`src/srwc_pkg.sv`:
```
/*
 * srwc_pkg: constants and types shared by the sleep, reset-cause and
 * watchdog control block. Assumes a 32-bit APB with 12-bit byte addresses;
 * each register sits at byte address four times its index.
 */
package srwc_pkg;
    localparam int unsigned ADDR_W = 12;
    localparam int unsigned DATA_W = 32;
    localparam int unsigned NUM_PERIPH = 8;
    localparam int unsigned NUM_ASYNC = 4;

    // register indices; byte address is index times four
    localparam logic [9:0] IDX_WDT_CTRL = 10'h021;
    localparam logic [9:0] IDX_RST_CAUSE = 10'h030;
    localparam logic [9:0] IDX_SLEEP_CTRL = 10'h031;
    localparam logic [9:0] IDX_PWR_RED = 10'h032;
    localparam logic [9:0] IDX_CORE_STAT = 10'h033;

    // watchdog_control fields
    localparam int unsigned WDT_TIMEOUT_FLAG_B = 7;
    localparam int unsigned WDT_INTERRUPT_ENABLE_B = 6;
    localparam int unsigned WDT_PRESCALER_BIT3_B = 5;
    localparam int unsigned WDT_CHANGE_ENABLE_B = 4;
    localparam int unsigned WDE_B = 3;
    localparam int unsigned WDP_LSB = 0;
    localparam logic [7:0] WDT_RESET = 8'h00;

    // reset_cause_status fields
    localparam int unsigned WATCHDOG_RESET_FLAG_B = 3;
    localparam int unsigned BROWNOUT_RESET_FLAG_B = 2;
    localparam int unsigned EXTERNAL_RESET_FLAG_B = 1;
    localparam int unsigned POWERON_RESET_FLAG_B = 0;
    localparam logic [3:0] RST_CAUSE_RESET = 4'h1;

    // sleep control fields
    localparam int unsigned MODE_LSB = 0;
    localparam int unsigned SE_B = 2;
    localparam int unsigned STATE_LSB = 8;
    localparam logic [1:0] MODE_IDLE = 2'h0;
    localparam logic [1:0] MODE_ADCNR = 2'h1;
    localparam logic [1:0] MODE_PDOWN = 2'h2;
    localparam logic [1:0] MODE_STBY = 2'h3;

    // core status field and misc reset values
    localparam int unsigned GIE_B = 7;
    localparam logic [7:0] PWR_RED_RESET = 8'h00;

    // wake-up delays in clock cycles
    localparam logic [2:0] WAKE_STBY_CYC = 3'h6;
    localparam logic [2:0] WAKE_FAST_CYC = 3'h1;

    // async input positions in the synchroniser bundle
    localparam int unsigned AS_EXT = 0;
    localparam int unsigned AS_BOR = 1;
    localparam int unsigned AS_EXTERNAL_INTERRUPT_ZERO = 2;
    localparam int unsigned AS_PCHG = 3;

    typedef enum logic [5:0] {
        ST_ACTIVE = 6'h01,
        ST_IDLE = 6'h02,
        ST_ADCNR = 6'h04,
        ST_PDOWN = 6'h08,
        ST_STBY = 6'h10,
        ST_WAKE = 6'h20
    } srwc_state_t;
endpackage : srwc_pkg

```
`src/srwc_sync.sv`:
```
/*
 * srwc_sync: three-stage synchroniser for a bundle of pin levels.
 * Assumes each bit is an independent slow level; output follows once the
 * second and third stages agree.
 */
`timescale 1ns/1ps
module srwc_sync #(
    parameter int W = 4
) (
    input wire logic pclk,
    input wire logic presetn,
    input wire logic [W-1:0] async_in,
    output logic [W-1:0] sync_out
);
    import srwc_pkg::*;

    typedef struct packed {
        logic [W-1:0] s1;
        logic [W-1:0] s2;
        logic [W-1:0] s3;
        logic [W-1:0] q;
    } srwc_sync_t;

    srwc_sync_t st;
    srwc_sync_t next_st;

    // stage one feeds only stage two; filter on stages two and three
    always_comb begin
        next_st = st;
        next_st.s1 = async_in;
        next_st.s2 = st.s1;
        next_st.s3 = st.s2;
        for (int i = 0; i < W; i++) begin
            if (st.s2[i] == st.s3[i]) begin
                next_st.q[i] = st.s3[i];
            end
        end
    end

    always_ff @(posedge pclk or negedge presetn) begin
        if (!presetn) begin
            st <= '0;
        end else begin
            st <= next_st;
        end
    end

    assign sync_out = st.q;
endmodule : srwc_sync

```
`src/srwc_top.sv`:
```
/*
 * srwc_top: sleep-mode clock gating, wake filtering, per-peripheral clock
 * stop, reset-cause flags, watchdog mode control and global interrupt gate.
 * Assumes presetn is the power-on reset, an APB master on pclk, and that
 * interrupt request inputs are already qualified by their own enables.
 */
// Behaviour
// - select 01 plus sleep: stop io, cpu, flash clocks; adc, irqs, watchdog run
// - adc noise mode wakes on adc done, resets, spm ready, external_interrupt_zero level, pin change
// - entering idle or adc noise mode starts an adc conversion if enabled
// - select 10 plus sleep: power-down, oscillator and all generated clocks stop
// - power-down wakes only on resets, external_interrupt_zero level or pin change
// - select 11 with crystal: standby, oscillator kept; wake takes six cycles
// - idle wakes on external and internal interrupts
// - power-reduction bit stops a peripheral clock and blocks its registers
// - clearing the bit restarts the clock with state unchanged
// - reset-cause bit 3 set by watchdog reset; cleared by power-on or write 0
// - reset-cause bit 2 set by brown-out; cleared by power-on or write 0
// - reset-cause bit 1 set by external reset; cleared by power-on or write 0
// - reset-cause bit 0 set by power-on; cleared only by writing 0
// - reset-cause bits 7:4 read as zero
// - watchdog control at index 0x21 with the documented bit layout
// - timeout flag set in interrupt mode; cleared by vector or writing one
// - enable set, reset enable clear, global enable on: interrupt not reset
// - with reset enable set, timeout clears interrupt enable
// - global enable gates interrupts; cleared on entry, set on return
`timescale 1ns/1ps
module srwc_top (
    input wire logic pclk,
    input wire logic presetn,
    input wire logic psel,
    input wire logic penable,
    input wire logic pwrite,
    input wire logic [srwc_pkg::ADDR_W-1:0] paddr,
    input wire logic [srwc_pkg::DATA_W-1:0] pwdata,
    output logic [srwc_pkg::DATA_W-1:0] prdata,
    output logic pready,
    output logic pslverr,
    input wire logic sleep_exec,
    input wire logic adc_enabled,
    input wire logic crystal_option,
    input wire logic ext_reset_pin,
    input wire logic brownout_det,
    input wire logic external_interrupt_zero_level_irq,
    input wire logic pin_change_irq,
    input wire logic adc_done_irq,
    input wire logic spm_ready_irq,
    input wire logic ext_edge_irq,
    input wire logic io_irq,
    input wire logic wdt_timeout,
    input wire logic irq_taken,
    input wire logic wdt_vector_taken,
    input wire logic return_from_interrupt,
    output logic clk_cpu_en,
    output logic clk_io_en,
    output logic clk_flash_en,
    output logic adc_clk_en,
    output logic osc_en,
    output logic [srwc_pkg::NUM_PERIPH-1:0] periph_clk_en,
    output logic [srwc_pkg::NUM_PERIPH-1:0] periph_access_block,
    output logic adc_start,
    output logic wdt_irq,
    output logic wdt_reset_req,
    output logic global_irq_enable,
    output logic [3:0] wdt_prescaler
);
    import srwc_pkg::*;

    typedef struct packed {
        srwc_state_t state;
        logic [2:0] wake_cnt;
        logic [7:0] wdt_ctrl;
        logic [3:0] rst_cause;
        logic [1:0] mode;
        logic sleep_en;
        logic [NUM_PERIPH-1:0] pwr_red;
        logic gie;
        logic adc_start;
        logic wdt_rst;
        logic ext_prev;
        logic bor_prev;
        logic [DATA_W-1:0] rdata;
    } srwc_top_t;

    srwc_top_t st;
    srwc_top_t next_st;
    logic [NUM_ASYNC-1:0] pin_sync;
    logic ext_rise;
    logic bor_rise;
    logic rst_evt;
    logic wake;
    logic wr_acc;
    logic rd_setup;
    logic hit_any;
    logic [9:0] idx;
    logic [DATA_W-1:0] rd_mux;
    logic wdt_to_irq;
    logic wdt_to_rst;

    // reset and wake pins come from other domains
    srwc_sync #(
        .W(NUM_ASYNC)
    ) u_pin_sync (
        .pclk(pclk),
        .presetn(presetn),
        .async_in({pin_change_irq, external_interrupt_zero_level_irq, brownout_det, ext_reset_pin}),
        .sync_out(pin_sync)
    );

    // bus decode; only word-aligned hits are mapped
    assign idx = paddr[ADDR_W-1:2];
    assign hit_any = (paddr[1:0] == 2'h0) &&
        (idx == IDX_WDT_CTRL || idx == IDX_RST_CAUSE || idx == IDX_SLEEP_CTRL ||
         idx == IDX_PWR_RED || idx == IDX_CORE_STAT);
    assign wr_acc = psel && penable && pwrite && hit_any;
    assign rd_setup = psel && !penable && !pwrite;
    assign pready = psel && penable;
    assign pslverr = psel && penable && !hit_any;
    assign prdata = st.rdata;

    // reset events and watchdog timeout split by mode
    assign ext_rise = pin_sync[AS_EXT] && !st.ext_prev;
    assign bor_rise = pin_sync[AS_BOR] && !st.bor_prev;
    assign wdt_to_irq = wdt_timeout && st.wdt_ctrl[WDT_INTERRUPT_ENABLE_B];
    assign wdt_to_rst = wdt_timeout && !st.wdt_ctrl[WDT_INTERRUPT_ENABLE_B] && st.wdt_ctrl[WDE_B];
    assign rst_evt = st.wdt_rst || ext_rise || bor_rise;

    // watchdog interrupt only when flag, enable and global gate all hold
    assign wdt_irq = st.wdt_ctrl[WDT_TIMEOUT_FLAG_B] && st.wdt_ctrl[WDT_INTERRUPT_ENABLE_B] && st.gie;

    // wake filter per sleeping state
    always_comb begin
        case (st.state)
            ST_IDLE: wake = rst_evt || adc_done_irq || spm_ready_irq ||
                pin_sync[AS_EXTERNAL_INTERRUPT_ZERO] || pin_sync[AS_PCHG] || ext_edge_irq ||
                io_irq || wdt_irq;
            ST_ADCNR: wake = rst_evt || adc_done_irq || spm_ready_irq ||
                pin_sync[AS_EXTERNAL_INTERRUPT_ZERO] || pin_sync[AS_PCHG];
            ST_PDOWN, ST_STBY: wake = rst_evt || pin_sync[AS_EXTERNAL_INTERRUPT_ZERO] ||
                pin_sync[AS_PCHG];
            default: wake = 1'b0;
        endcase
    end

    // read mux; reserved bits stay zero
    always_comb begin
        rd_mux = '0;
        case (idx)
            IDX_WDT_CTRL: rd_mux[7:0] = st.wdt_ctrl;
            IDX_RST_CAUSE: rd_mux[3:0] = st.rst_cause;
            IDX_SLEEP_CTRL: begin
                rd_mux[MODE_LSB +: 2] = st.mode;
                rd_mux[SE_B] = st.sleep_en;
                rd_mux[STATE_LSB +: 6] = st.state;
            end
            IDX_PWR_RED: rd_mux[NUM_PERIPH-1:0] = st.pwr_red;
            IDX_CORE_STAT: rd_mux[GIE_B] = st.gie;
            default: rd_mux = '0;
        endcase
    end

    // next-state: registers, flags and sleep sequencer
    always_comb begin
        next_st = st;
        next_st.adc_start = 1'b0;
        next_st.wdt_rst = wdt_to_rst;
        next_st.ext_prev = pin_sync[AS_EXT];
        next_st.bor_prev = pin_sync[AS_BOR];
        if (rd_setup) begin
            next_st.rdata = hit_any ? rd_mux : '0;                            // misaligned reads give zero
        end
        // software writes first so hardware events below win
        if (wr_acc) begin
            case (idx)
                IDX_WDT_CTRL: begin
                    next_st.wdt_ctrl[6:0] = pwdata[6:0];
                    if (pwdata[WDT_TIMEOUT_FLAG_B]) begin
                        next_st.wdt_ctrl[WDT_TIMEOUT_FLAG_B] = 1'b0;
                    end
                end
                IDX_RST_CAUSE: next_st.rst_cause = st.rst_cause & pwdata[3:0];
                IDX_SLEEP_CTRL: begin
                    next_st.mode = pwdata[MODE_LSB +: 2];
                    next_st.sleep_en = pwdata[SE_B];
                end
                IDX_PWR_RED: next_st.pwr_red = pwdata[NUM_PERIPH-1:0];
                IDX_CORE_STAT: next_st.gie = pwdata[GIE_B];
                default: next_st.rst_cause = st.rst_cause;
            endcase
        end
        // vector fetch clears the flag; a new timeout in that cycle wins
        if (wdt_vector_taken) begin
            next_st.wdt_ctrl[WDT_TIMEOUT_FLAG_B] = 1'b0;
        end
        if (wdt_to_irq) begin
            next_st.wdt_ctrl[WDT_TIMEOUT_FLAG_B] = 1'b1;
            if (st.wdt_ctrl[WDE_B]) begin
                next_st.wdt_ctrl[WDT_INTERRUPT_ENABLE_B] = 1'b0;
            end
        end
        // interrupt entry drops the global gate; return reopens it
        if (return_from_interrupt) begin
            next_st.gie = 1'b1;
        end
        if (irq_taken) begin
            next_st.gie = 1'b0;
        end
        // reset causes: hardware set beats a software clear
        if (st.wdt_rst) begin
            next_st.rst_cause[WATCHDOG_RESET_FLAG_B] = 1'b1;
        end
        if (bor_rise) begin
            next_st.rst_cause[BROWNOUT_RESET_FLAG_B] = 1'b1;
        end
        if (ext_rise) begin
            next_st.rst_cause[EXTERNAL_RESET_FLAG_B] = 1'b1;
        end
        case (st.state)
            ST_ACTIVE: begin
                if (sleep_exec && st.sleep_en) begin
                    case (st.mode)
                        MODE_IDLE: next_st.state = ST_IDLE;
                        MODE_ADCNR: next_st.state = ST_ADCNR;
                        MODE_PDOWN: next_st.state = ST_PDOWN;
                        // without a crystal option standby falls back to power-down
                        default: next_st.state = crystal_option ? ST_STBY : ST_PDOWN;
                    endcase
                    if (adc_enabled && (st.mode == MODE_IDLE || st.mode == MODE_ADCNR)) begin
                        next_st.adc_start = 1'b1;
                    end
                end
            end
            ST_IDLE, ST_ADCNR, ST_PDOWN, ST_STBY: begin
                if (wake) begin
                    next_st.state = ST_WAKE;
                    next_st.wake_cnt = (st.state == ST_STBY) ?
                        WAKE_STBY_CYC - 3'h1 : WAKE_FAST_CYC - 3'h1;
                end
            end
            ST_WAKE: begin
                if (st.wake_cnt == 3'h0) begin
                    next_st.state = ST_ACTIVE;
                end else begin
                    next_st.wake_cnt = st.wake_cnt - 3'h1;
                end
            end
            default: next_st.state = ST_ACTIVE;
        endcase
    end

    // power-on reset: only the power-on cause is set
    always_ff @(posedge pclk or negedge presetn) begin
        if (!presetn) begin
            st <= '{state: ST_ACTIVE, wake_cnt: 3'h0, wdt_ctrl: WDT_RESET,
                    rst_cause: RST_CAUSE_RESET, mode: MODE_IDLE, sleep_en: 1'b0,
                    pwr_red: PWR_RED_RESET, gie: 1'b0, adc_start: 1'b0,
                    wdt_rst: 1'b0, ext_prev: 1'b0, bor_prev: 1'b0,
                    rdata: '0};
        end else begin
            st <= next_st;
        end
    end

    // clock enables decoded from the one-hot state flops
    assign clk_cpu_en = (st.state == ST_ACTIVE);
    assign clk_flash_en = (st.state == ST_ACTIVE);
    assign clk_io_en = (st.state == ST_ACTIVE) || (st.state == ST_IDLE);
    assign adc_clk_en = (st.state == ST_ACTIVE) || (st.state == ST_IDLE) ||
        (st.state == ST_ADCNR);
    assign osc_en = (st.state != ST_PDOWN);
    // stopped peripherals freeze; their registers stay intact meanwhile
    assign periph_clk_en = ~st.pwr_red & {NUM_PERIPH{clk_io_en}};
    assign periph_access_block = st.pwr_red;
    assign adc_start = st.adc_start;
    assign wdt_reset_req = st.wdt_rst;
    assign global_irq_enable = st.gie;
    assign wdt_prescaler = {st.wdt_ctrl[WDT_PRESCALER_BIT3_B], st.wdt_ctrl[WDP_LSB +: 3]};

    // checks of the sleep, watchdog and flag behaviour
    chk_adcnr_clocks: assert property (@(posedge pclk) disable iff (!presetn)
        st.state == ST_ADCNR |-> !clk_io_en && !clk_cpu_en && adc_clk_en && osc_en)
        else $error("adc noise mode clock gating wrong");
    chk_pdown_clocks: assert property (@(posedge pclk) disable iff (!presetn)
        st.state == ST_PDOWN |-> !osc_en && !clk_io_en && !adc_clk_en)
        else $error("power-down left a clock running");
    chk_stby_wake: assert property (@(posedge pclk) disable iff (!presetn)
        st.state == ST_STBY && wake |=> (st.state == ST_WAKE)[*6]
        ##1 st.state == ST_ACTIVE)
        else $error("standby wake not six cycles");
    chk_pdown_wake: assert property (@(posedge pclk) disable iff (!presetn)
        st.state == ST_PDOWN && !rst_evt && !pin_sync[AS_EXTERNAL_INTERRUPT_ZERO] && !pin_sync[AS_PCHG]
        |=> st.state == ST_PDOWN)
        else $error("power-down woke on a disallowed source");
    chk_adc_autostart: assert property (@(posedge pclk) disable iff (!presetn)
        $rose(st.state == ST_IDLE || st.state == ST_ADCNR) && $past(adc_enabled)
        |-> adc_start)
        else $error("no adc start on sleep entry");
    chk_prr_gate: assert property (@(posedge pclk) disable iff (!presetn)
        (periph_clk_en & st.pwr_red) == '0)
        else $error("stopped peripheral still clocked");
    chk_watchdog_reset_flag_set: assert property (@(posedge pclk) disable iff (!presetn)
        wdt_reset_req |=> st.rst_cause[WATCHDOG_RESET_FLAG_B])
        else $error("watchdog reset flag not set");
    chk_wdt_interrupt_enable_autoclr: assert property (@(posedge pclk) disable iff (!presetn)
        wdt_timeout && st.wdt_ctrl[WDT_INTERRUPT_ENABLE_B] && st.wdt_ctrl[WDE_B]
        |=> !st.wdt_ctrl[WDT_INTERRUPT_ENABLE_B] && st.wdt_ctrl[WDT_TIMEOUT_FLAG_B])
        else $error("interrupt enable not cleared at timeout");
    chk_wdt_irq_mode: assert property (@(posedge pclk) disable iff (!presetn)
        wdt_timeout && st.wdt_ctrl[WDT_INTERRUPT_ENABLE_B] && !st.wdt_ctrl[WDE_B] && st.gie
        && !irq_taken |=> wdt_irq && !wdt_reset_req)
        else $error("watchdog interrupt mode misbehaved");
    chk_gie_entry: assert property (@(posedge pclk) disable iff (!presetn)
        irq_taken |=> !global_irq_enable ##0 !wdt_irq)
        else $error("global enable not cleared on entry");
    chk_rsvd_zero: assert property (@(posedge pclk) disable iff (!presetn)
        psel && penable && !pwrite && idx == IDX_RST_CAUSE |-> prdata[7:4] == 4'h0)
        else $error("reserved cause bits not zero");
    // idle stops cpu and flash; io side and oscillator stay alive
    chk_idle_clocks: assert property (@(posedge pclk) disable iff (!presetn)
        st.state == ST_IDLE |-> clk_io_en && !clk_cpu_en && !clk_flash_en && osc_en)
        else $error("idle mode clock gating wrong");
    chk_wake_resume: assert property (@(posedge pclk) disable iff (!presetn)
        st.state == ST_WAKE && st.wake_cnt == 3'h0 |=> clk_cpu_en && clk_flash_en)
        else $error("clocks not resumed after wake");
    chk_brownout_reset_flag_set: assert property (@(posedge pclk) disable iff (!presetn)
        bor_rise |=> st.rst_cause[BROWNOUT_RESET_FLAG_B])
        else $error("brown-out reset flag not set");
    chk_external_reset_flag_set: assert property (@(posedge pclk) disable iff (!presetn)
        ext_rise |=> st.rst_cause[EXTERNAL_RESET_FLAG_B])
        else $error("external reset flag not set");
    chk_wdt_timeout_flag_set: assert property (@(posedge pclk) disable iff (!presetn)
        wdt_timeout && st.wdt_ctrl[WDT_INTERRUPT_ENABLE_B] |=> st.wdt_ctrl[WDT_TIMEOUT_FLAG_B])
        else $error("timeout flag not set in interrupt mode");

    cov_stby_cycle: cover property (@(posedge pclk) disable iff (!presetn)
        st.state == ST_STBY ##[1:50] st.state == ST_ACTIVE);
    cov_wdt_reset: cover property (@(posedge pclk) disable iff (!presetn)
        wdt_reset_req);
    cov_adcnr_wake: cover property (@(posedge pclk) disable iff (!presetn)
        st.state == ST_ADCNR && adc_done_irq);
    cov_idle_wake: cover property (@(posedge pclk) disable iff (!presetn)
        st.state == ST_IDLE && wake);
    cov_pdown_pin: cover property (@(posedge pclk) disable iff (!presetn)
        st.state == ST_PDOWN && pin_sync[AS_PCHG]);
endmodule : srwc_top

```
`config.mk`:
```
export PLATFORM = sky130hd
export DESIGN_NAME = srwc_top
export DESIGN_NICKNAME = d
export VERILOG_FILES = /design/src/srwc_pkg.sv /design/src/srwc_sync.sv /design/src/srwc_top.sv
export SDC_FILE = /design/constraint.sdc
export NUM_CORES = 1
export LEC_CHECK = 0
export BUFFER_PORTS_ARGS = -buffer_cell sky130_fd_sc_hd__buf_2
export CAP_MARGIN = 15
export CORE_ASPECT_RATIO = 0.5
export CORE_MARGIN = 3
export CORE_UTILIZATION = 49
export DETAILED_ROUTE_END_ITERATION = 12
export GPL_TIMING_DRIVEN = 0
export PLACE_DENSITY = 0.79
export SLEW_MARGIN = 30
export SYNTH_ARGS = -nofsm -noshare
export SYNTH_HDL_FRONTEND = slang
export SYNTH_SLANG_ARGS = --single-unit
```
`constraint.sdc`:
```
create_clock -name pclk -period 2.3 [get_ports pclk]
set_clock_uncertainty 0.05 [all_clocks]
set_input_delay 0.46 -clock pclk [delete_from_list [all_inputs] [get_ports pclk]]
set_output_delay 0.46 -clock pclk [all_outputs]
set_load 0.01 [all_outputs]
```
==> flow_summary.json, run 1 <==
{
  "r2r_setup_slack_ns": 0.004,
  "io_buffer_count": 81,
  "die_area_sq_mm": 0.00793,
  "p_leak_nw": 2.19,
  "n_antenna_cell": 0,
  "cellPowerDensity_mw_per_mm2": 793,
  "vias_per_cell": 5.06,
  "critical_path.endpoint_type": "flip-flop",
  "maxCapViolations": 0,
  "whs_ns": 0.180,
  "syn_area_per_cell_sq_um": 10.7,
  "maxSlewViolCount": 0,
  "cp_max_fo": 4,
  "ys_seq_area_share_pct": 50.1,
  "nets": 491,
  "cts_buffer_depth": 2,
  "grt_pass1_vias": 2551,
  "cts-buffers-inserted": 9,
  "hold_viol_final": 0,
  "synth_compound_area_share_pct": 8.96,
  "async_flop_share_pct": 100,
  "hp-class": "primary input to asynchronous set/reset pin",
  "yosys_register_bits": 67,
  "setup_violations": 0,
  "worst_slew_pin_slew_ns": 0.825,
  "num_vias": 2621,
  "num_rows": 20,
  "synth_top_family_by_area": "simple AND/OR/NAND/NOR gates",
  "design_area_sq_mm": 0.00432,
  "cts_root_buffer": "clkbuf_16",
  "power_mw": 3.42,
  "regArea_sq_mm": 0.00168,
  "grt_use_total_pct": 20.8,
  "num_io_pins": 127,
  "fin_ws_ns": 0.00441,
  "multi_input_area_sq_mm": 0.00138,
  "synth_xor_area_share_pct": 0.523,
  "worstPathRequired_ns": 2.46,
  "drc": 0,
  "critPathLaunchType": "flip-flop",
  "syn_inst": 312,
  "max_clock_freq_mhz": 436,
  "fin_crit_ns": 2.30,
  "synth_area_sq_mm": 0.00335,
  "dp_slack_ns": -0.236,
  "synth-simple-area-share_pct": 17.2,
  "grt-ovfl-total": 0,
  "cp.arrival_ns": 2.46,
  "synth_cell_type_count": 51,
  "clk_pin_slew_ns": 0.05,
  "cts_sinks": 67,
  "fillers": 477,
  "period_share_pct": 99.8,
  "routed_wirelength_microns": 7910,
  "dieWidth_microns": 123,
  "r2r_cells": 6,
  "cts_max_level": 3,
  "grt_start_max_net_pins": 68,
  "synthMuxAreaShare_pct": 8.66,
  "ir_worst_vdd_uv": 654,
  "area_delta_synth_final_pct": 28.7,
  "final_layout_size_suffix_gt1_share_pct": 45.8,
  "die_h_microns": 64.5,
  "dr.pass1.iters": 4,
  "synth_edf_count": 0,
  "yosysWarnings": 0,
  "ys.flop_type": "dfrtp_1",
  "rsz0062_at_grt": "true",
  "antenna_found_initial": 0,
  "start_util_pct": 52.9,
  "crit_type": "flip-flop to flip-flop",
  "grt_pass1_wl_microns": 12600,
  "cts_hold_buf": 0,
  "drt-initial-drc-count": 193,
  "r2r-end": "st[66]",
  "finalSetupTns_ns": 0,
  "relSlewSlack_pct": 45.0,
  "wl_per_cell_microns": 15.3,
  "place_hpwl_microns": 5620,
  "gp_congestion": 0.825,
  "r2r-start": "wdt_reset_req",
  "cts_tree": "done",
  "detail-route-antenna-nets": 0,
  "core_area_sq_mm": 0.00633,
  "clock_latency_ns": 0.33,
  "synthAdderAreaFrac_pct": 1.94,
  "status": "completed",
  "place_area_sq_mm": 0.00393
}
[per-stage QoR]
stage               std cells  util [%]
finish                    518      68.2
detailed placement        498      62.1
CTS                       516      67.2
global placement          498      62.1
global route              518      68.2
floorplan                 329         -
[cells in the mapped netlist (2+ instances only)]
cell type  instances  area share (%)
nand4b_1           2            0.52
and2b_1            3            0.67
clkbuf_1           3            0.34
a21oi_1            9             1.3
dfrtp_1           65              49
a31oi_1            2            0.37
nor2_2             2            0.37
buf_2              5            0.75
nor2_1            26             2.9
o21ai_0           12             1.8
nor3_1            10             1.5
and2_1             3            0.56
dfstp_2            2             1.6
mux2i_1            2            0.60
nor2b_1            5            0.93
ha_1               2            0.75
a22o_1             5             1.3
nand2b_1           6             1.1
mux2_1             2            0.67
inv_1              7            0.78
nand3_1            8             1.2
mux2_2            22             7.4
a221o_1            2            0.60
nand2_1           20             2.2
buf_4             46              10
xnor2_1            2            0.52
maj3_1             4             1.2
o21a_1             2            0.45
nor4b_1            3            0.78
a22oi_1            6             1.3
o31ai_1            2            0.45
and3_1             3            0.56
[worst max-delay path by stage]
| stage | startpoint | end | slack (ns) |
|---|---|---|---|
| after floorplan | paddr[6] | periph_access_block[0] | 0.17 |
| after detailed placement | paddr[6] | periph_access_block[5] | -0.24 |
| after CTS | st[66] | periph_clk_en[3] | -0.0005 |
| after global routing | st[65] | clk_flash_en | -0.08 |
| after global placement | paddr[6] | periph_access_block[5] | -0.17 |
| final | wdt_reset_req | st[66] | 0.004 |
[logic make-up (layout without fill, tap and decap cells)]
kind of cell / count (synthesis) / in the layout
muxes: 26 / 26
xor gates and xnor gates: 2 / 2
and+or+nand+nor: 103 / 104
buffers and inverters: 62 / 162
adders and majority gates: 6 / 6
AOI/OAI and AO/OA: 45 / 45
DFF: 67 / 67
other: 1 / 18
[worst max-delay path, cell delays in order, from the launching register on]
cell and delay (ns):
dfrtp_1 0.39, or3_4 0.41, nor3_1 0.39, nor4b_2 0.15, nor4_4 0.37, nor3_4 0.10
mux2_1 0.32
[routing by layer]
metal / part of all wire [%] / track usage, % / up-vias
met1: 43 / 26.5 / 1284
met3: 6.4 / 7.24 / 6
met4: 0.58 / 5.86 / 0
met5: 0 / 0 / -
met2: 50 / 33.9 / 85
li1: - / - / 1246
[layout by cell type, fill, tap and decap left out, types with 5 or more instances in the layout]
master and instances:
nor3_1 10, mux2_2 22, buf_4 49, nand2b_1 6
nor2_1 20, buf_2 84, conb_1 18, dfrtp_1 65
nor2b_1 5, a21oi_1 8, nor2_2 7, clkbuf_16 9
o21ai_0 12, a22o_1 5, inv_1 7, a22oi_1 6
nand2_1 20, nand3_1 7
[state kept, by name, summed over array words and instances (netlist names)]
name                 cells
global_irq_enable        1
st                      22
wdt_prescaler            4
adc_start                1
periph_access_block      8
u_pin_sync.next_st       8
u_pin_sync.sync_out      4
wdt_reset_req            1
prdata                  14
u_pin_sync.st            4
[power by group]
part / leakage [nW] / switching, mW / internal, mW
Combinational: 1.18 / 0.490 / 0.389
Clock: 0.132 / 0.522 / 0.733
Sequential: 0.874 / 0.0502 / 1.24
Total: 2.19 / 1.06 / 2.36
[layout make-up]
class	count	area share (%)
clock inverter	7	1.19
clock buffer	9	5.22
buffer	54	9.10
inverter	7	0.609
multi-input combinational	201	32.0
tap	88	2.55
timing repair buffer	85	10.4
sequential	67	38.9
[repair_timing]
item / CTS / global route
pin swaps: 2 / 3
gates cloned: 1 / 0
resized for setup: 7 / 12
buffers inserted: 2 / 2
endpoints found under the setup margin: 11 / 16
(Power assumes the default switching activity.)
==> inputs of run 2 (changes only) <==
ABC_AREA = 1   (was default)
CORE_UTILIZATION = 50   (was 49)
==> run 2 against run 1 <==
  * Maximum frequency increased by 5.4%
  * Clock power barely moved
  * Count of clock-buffer cells in the layout up 1
  * Register-to-register slack better by 0.55 ns
  * First-iteration DRC count is 7.8% higher
  * Combinational power down 2.3%
  * Via count grew 15%
  * Sequential power about the same
  * Critical endpoint is now clk_flash_en
  * Largest cell class unchanged
==> flow_summary.json, run 2 <==
{
  "yosysWarnings": 0,
  "grt_start_max_net_pins": 49,
  "yosys-top-cells-area": "dfrtp_1, nand2_1, buf_4",
  "n_antenna_cell": 0,
  "gp_congestion": 0.911,
  "core_area_sq_mm": 0.00643,
  "met1_usage_pct": 27.3,
  "num_io_pins": 127,
  "final_layout_size_suffix_gt1_share_pct": 33.8,
  "clock_latency_ns": 0.33,
  "grt_pass1_vias": 2835,
  "mostFrequentLayoutCell": "nand2_1",
  "cp_slowest_cell": "dfrtp_1",
  "power_mw": 3.42,
  "critPathMaxStageDelay_ns": 0.41,
  "fin_crit_ns": 2.18,
  "cts_max_level": 3,
  "vias_per_cell": 4.79,
  "cts_tree": "done",
  "syn_area_per_cell_sq_um": 8.38,
  "routed_wirelength_microns": 8030,
  "cts_sinks": 67,
  "drt-initial-drc-count": 208,
  "p_leak_nw": 2.48,
  "maxCapViolations": 0,
  "crit_type": "flip-flop to output pin",
  "mostFrequentLayoutCells": "nand2_1, buf_2, dfrtp_1",
  "cp_max_fo": 5,
  "critical_path.endpoint_type": "output pin",
  "synth_cell_type_count": 35,
  "synth_area_sq_mm": 0.00351,
  "cts_root_buffer": "clkbuf_16",
  "start_util_pct": 54.6,
  "largest_reg_flops": 22,
  "setup_violations": 0,
  "die_area_sq_mm": 0.00813,
  "area_delta_synth_final_pct": 26.5,
  "cpMostUsedCell": "buf_4",
  "worst_slew_pin_slew_ns": 0.639,
  "grt_use_total_pct": 20.8,
  "period_share_pct": 94.7,
  "nets": 600,
  "max_clock_freq_mhz": 459,
  "num_rows": 20,
  "yosys.area.top_type": "dfrtp_1",
  "path_cells": "nor2_2 -> nand4_1 -> buf_4 -> inv_1 -> buf_4 -> buf_2",
  "maxSlewViolCount": 0,
  "ys.flop_type": "dfrtp_1",
  "yosysMostFrequentCell": "nand2_1",
  "cp.arrival_ns": 1.67,
  "ir_worst_vdd_uv": 470,
  "cellPowerDensity_mw_per_mm2": 769,
  "relSlewSlack_pct": 57.2,
  "crit_end": "clk_flash_en",
  "cp-startpoint": "st[66]",
  "synth_commonest_cells": "nand2_1, dfrtp_1, inv_1",
  "synth_top_area_share_pct": 46.3,
  "critPathLaunchType": "flip-flop",
  "status": "completed",
  "clk_pin_slew_ns": 0.05,
  "die_h_microns": 65.3,
  "io_buffer_count": 84,
  "ys_seq_area_share_pct": 47.8,
  "num_vias": 3003,
  "worstHoldPathCells": 1,
  "fillers": 557,
  "met3_usage_pct": 5.19,
  "synth_edf_count": 0,
  "regMostFlops": "st",
  "utilization_pct": 69.1,
  "worstPathRequired_ns": 1.79,
  "detail-route-antenna-nets": 0,
  "dieWidth_microns": 125,
  "async_flop_share_pct": 100,
  "hold_viol_final": 0,
  "grt.busiest_layer": "met2",
  "r2r-start": "st[64]",
  "grt_pass1_wl_microns": 13200,
  "cts-buffers-inserted": 9,
  "r2r_cells": 10,
  "place_hpwl_microns": 6150,
  "wl_per_cell_microns": 12.8,
  "grt-ovfl-total": 0,
  "syn_inst": 419,
  "rsz0062_at_grt": "false",
  "dr.pass1.iters": 4,
  "cts_buffer_depth": 2,
  "drc": 0,
  "r2r_setup_slack_ns": 0.55,
  "yosys_register_bits": 67,
  "antenna_found_initial": 0,
  "grtUsageMet2_pct": 32.9,
  "hp-class": "primary input to flip-flop",
  "r2r-end": "st[64]"
}
[run 2: cell count changes in the layout (fill, tap and decap cells not counted), moves of 8 or more]
cell     change
nand2_1     +82
mux2_2      -22
inv_1       +41
o21ai_2      +8
o21ai_0     +17
nor2_1      +16
nand3_1     +18
[run 2: logic make-up after synthesis]
kind of cell	synth area share (%)
fa+ha+maj	1.85
other cells	0.107
compound gates	8.73
buf+inv	16.0
simple gates	25.5
flops	47.8
[run 2: stage by stage]
| stage | setup slack [ns] | cell area [sq um] | std cells | hold WS [ns] | TNS, ns |
|---|---|---|---|---|---|
| 5_1_grt | 0.00407 | 4440 | 627 | 0.172 | 0 |
| 2_1_floorplan | 0.462 | 3580 | 436 | 0.114 | 0 |
| 6_report | 0.122 | 4440 | 627 | 0.180 | 0 |
| 3_5_place_dp | -0.0139 | 4140 | 609 | 0.286 | -0.0477 |
| 3_3_place_gp | 0.0884 | 4110 | 608 | 0.281 | 0 |
| 4_1_cts | 0.0653 | 4440 | 627 | 0.169 | 0 |
[run 2: cell type report]
class,instances,area (sq um),share of cell area [%]
Multi-Input combinational cell,268,1340,30.2
Tap cell,88,110,2.48
Timing Repair Buffer,87,468,10.5
Clock buffer,10,239,5.38
Buffer,49,362,8.14
Sequential cell,67,1680,37.8
Clock inverter,6,41.3,0.930
Inverter,52,203,4.56
[run 2: what timing repair did]
item	CTS	global route
pin swaps	1	0
setup buffers	1	0
hold endpoints to repair	19	0
gates resized for setup	3	1
setup endpoints to repair	9	9
hold buffers	1	0
[run 2: critical path: cells and delay by family (launching register included)]
kind | cells | cell delay (ns)
DFF | 1 | 0.41
and+or+nand+nor | 2 | 0.37
buffers and inverters | 4 | 0.54
[run 2: routing by layer]
metal / part of all wire [%] / vias to the layer above
met2: 45 / 94
met3: 7.5 / 18
met1: 45 / 1388
li1: - / 1503
met5: 0 / -
met4: 2.6 / 0
[run 2: worst min-delay path by stage]
stage / endpoint / startpoint / slack [ns]
floorplan: adc_start / presetn / 0.11
global placement: u_pin_sync.next_st[5] / u_pin_sync.next_st[9] / 0.28
detailed placement: u_pin_sync.next_st[4] / u_pin_sync.next_st[8] / 0.29
CTS: u_pin_sync.next_st[8] / ext_reset_pin / 0.17
global route: u_pin_sync.next_st[9] / brownout_det / 0.17
finish: u_pin_sync.next_st[8] / ext_reset_pin / 0.18
[run 2: where the power goes]
part	switching, mW	internal (mW)	total [mW]
clock	0.502	0.754	1.26
sequential	0.0473	1.25	1.30
combinational	0.538	0.322	0.860
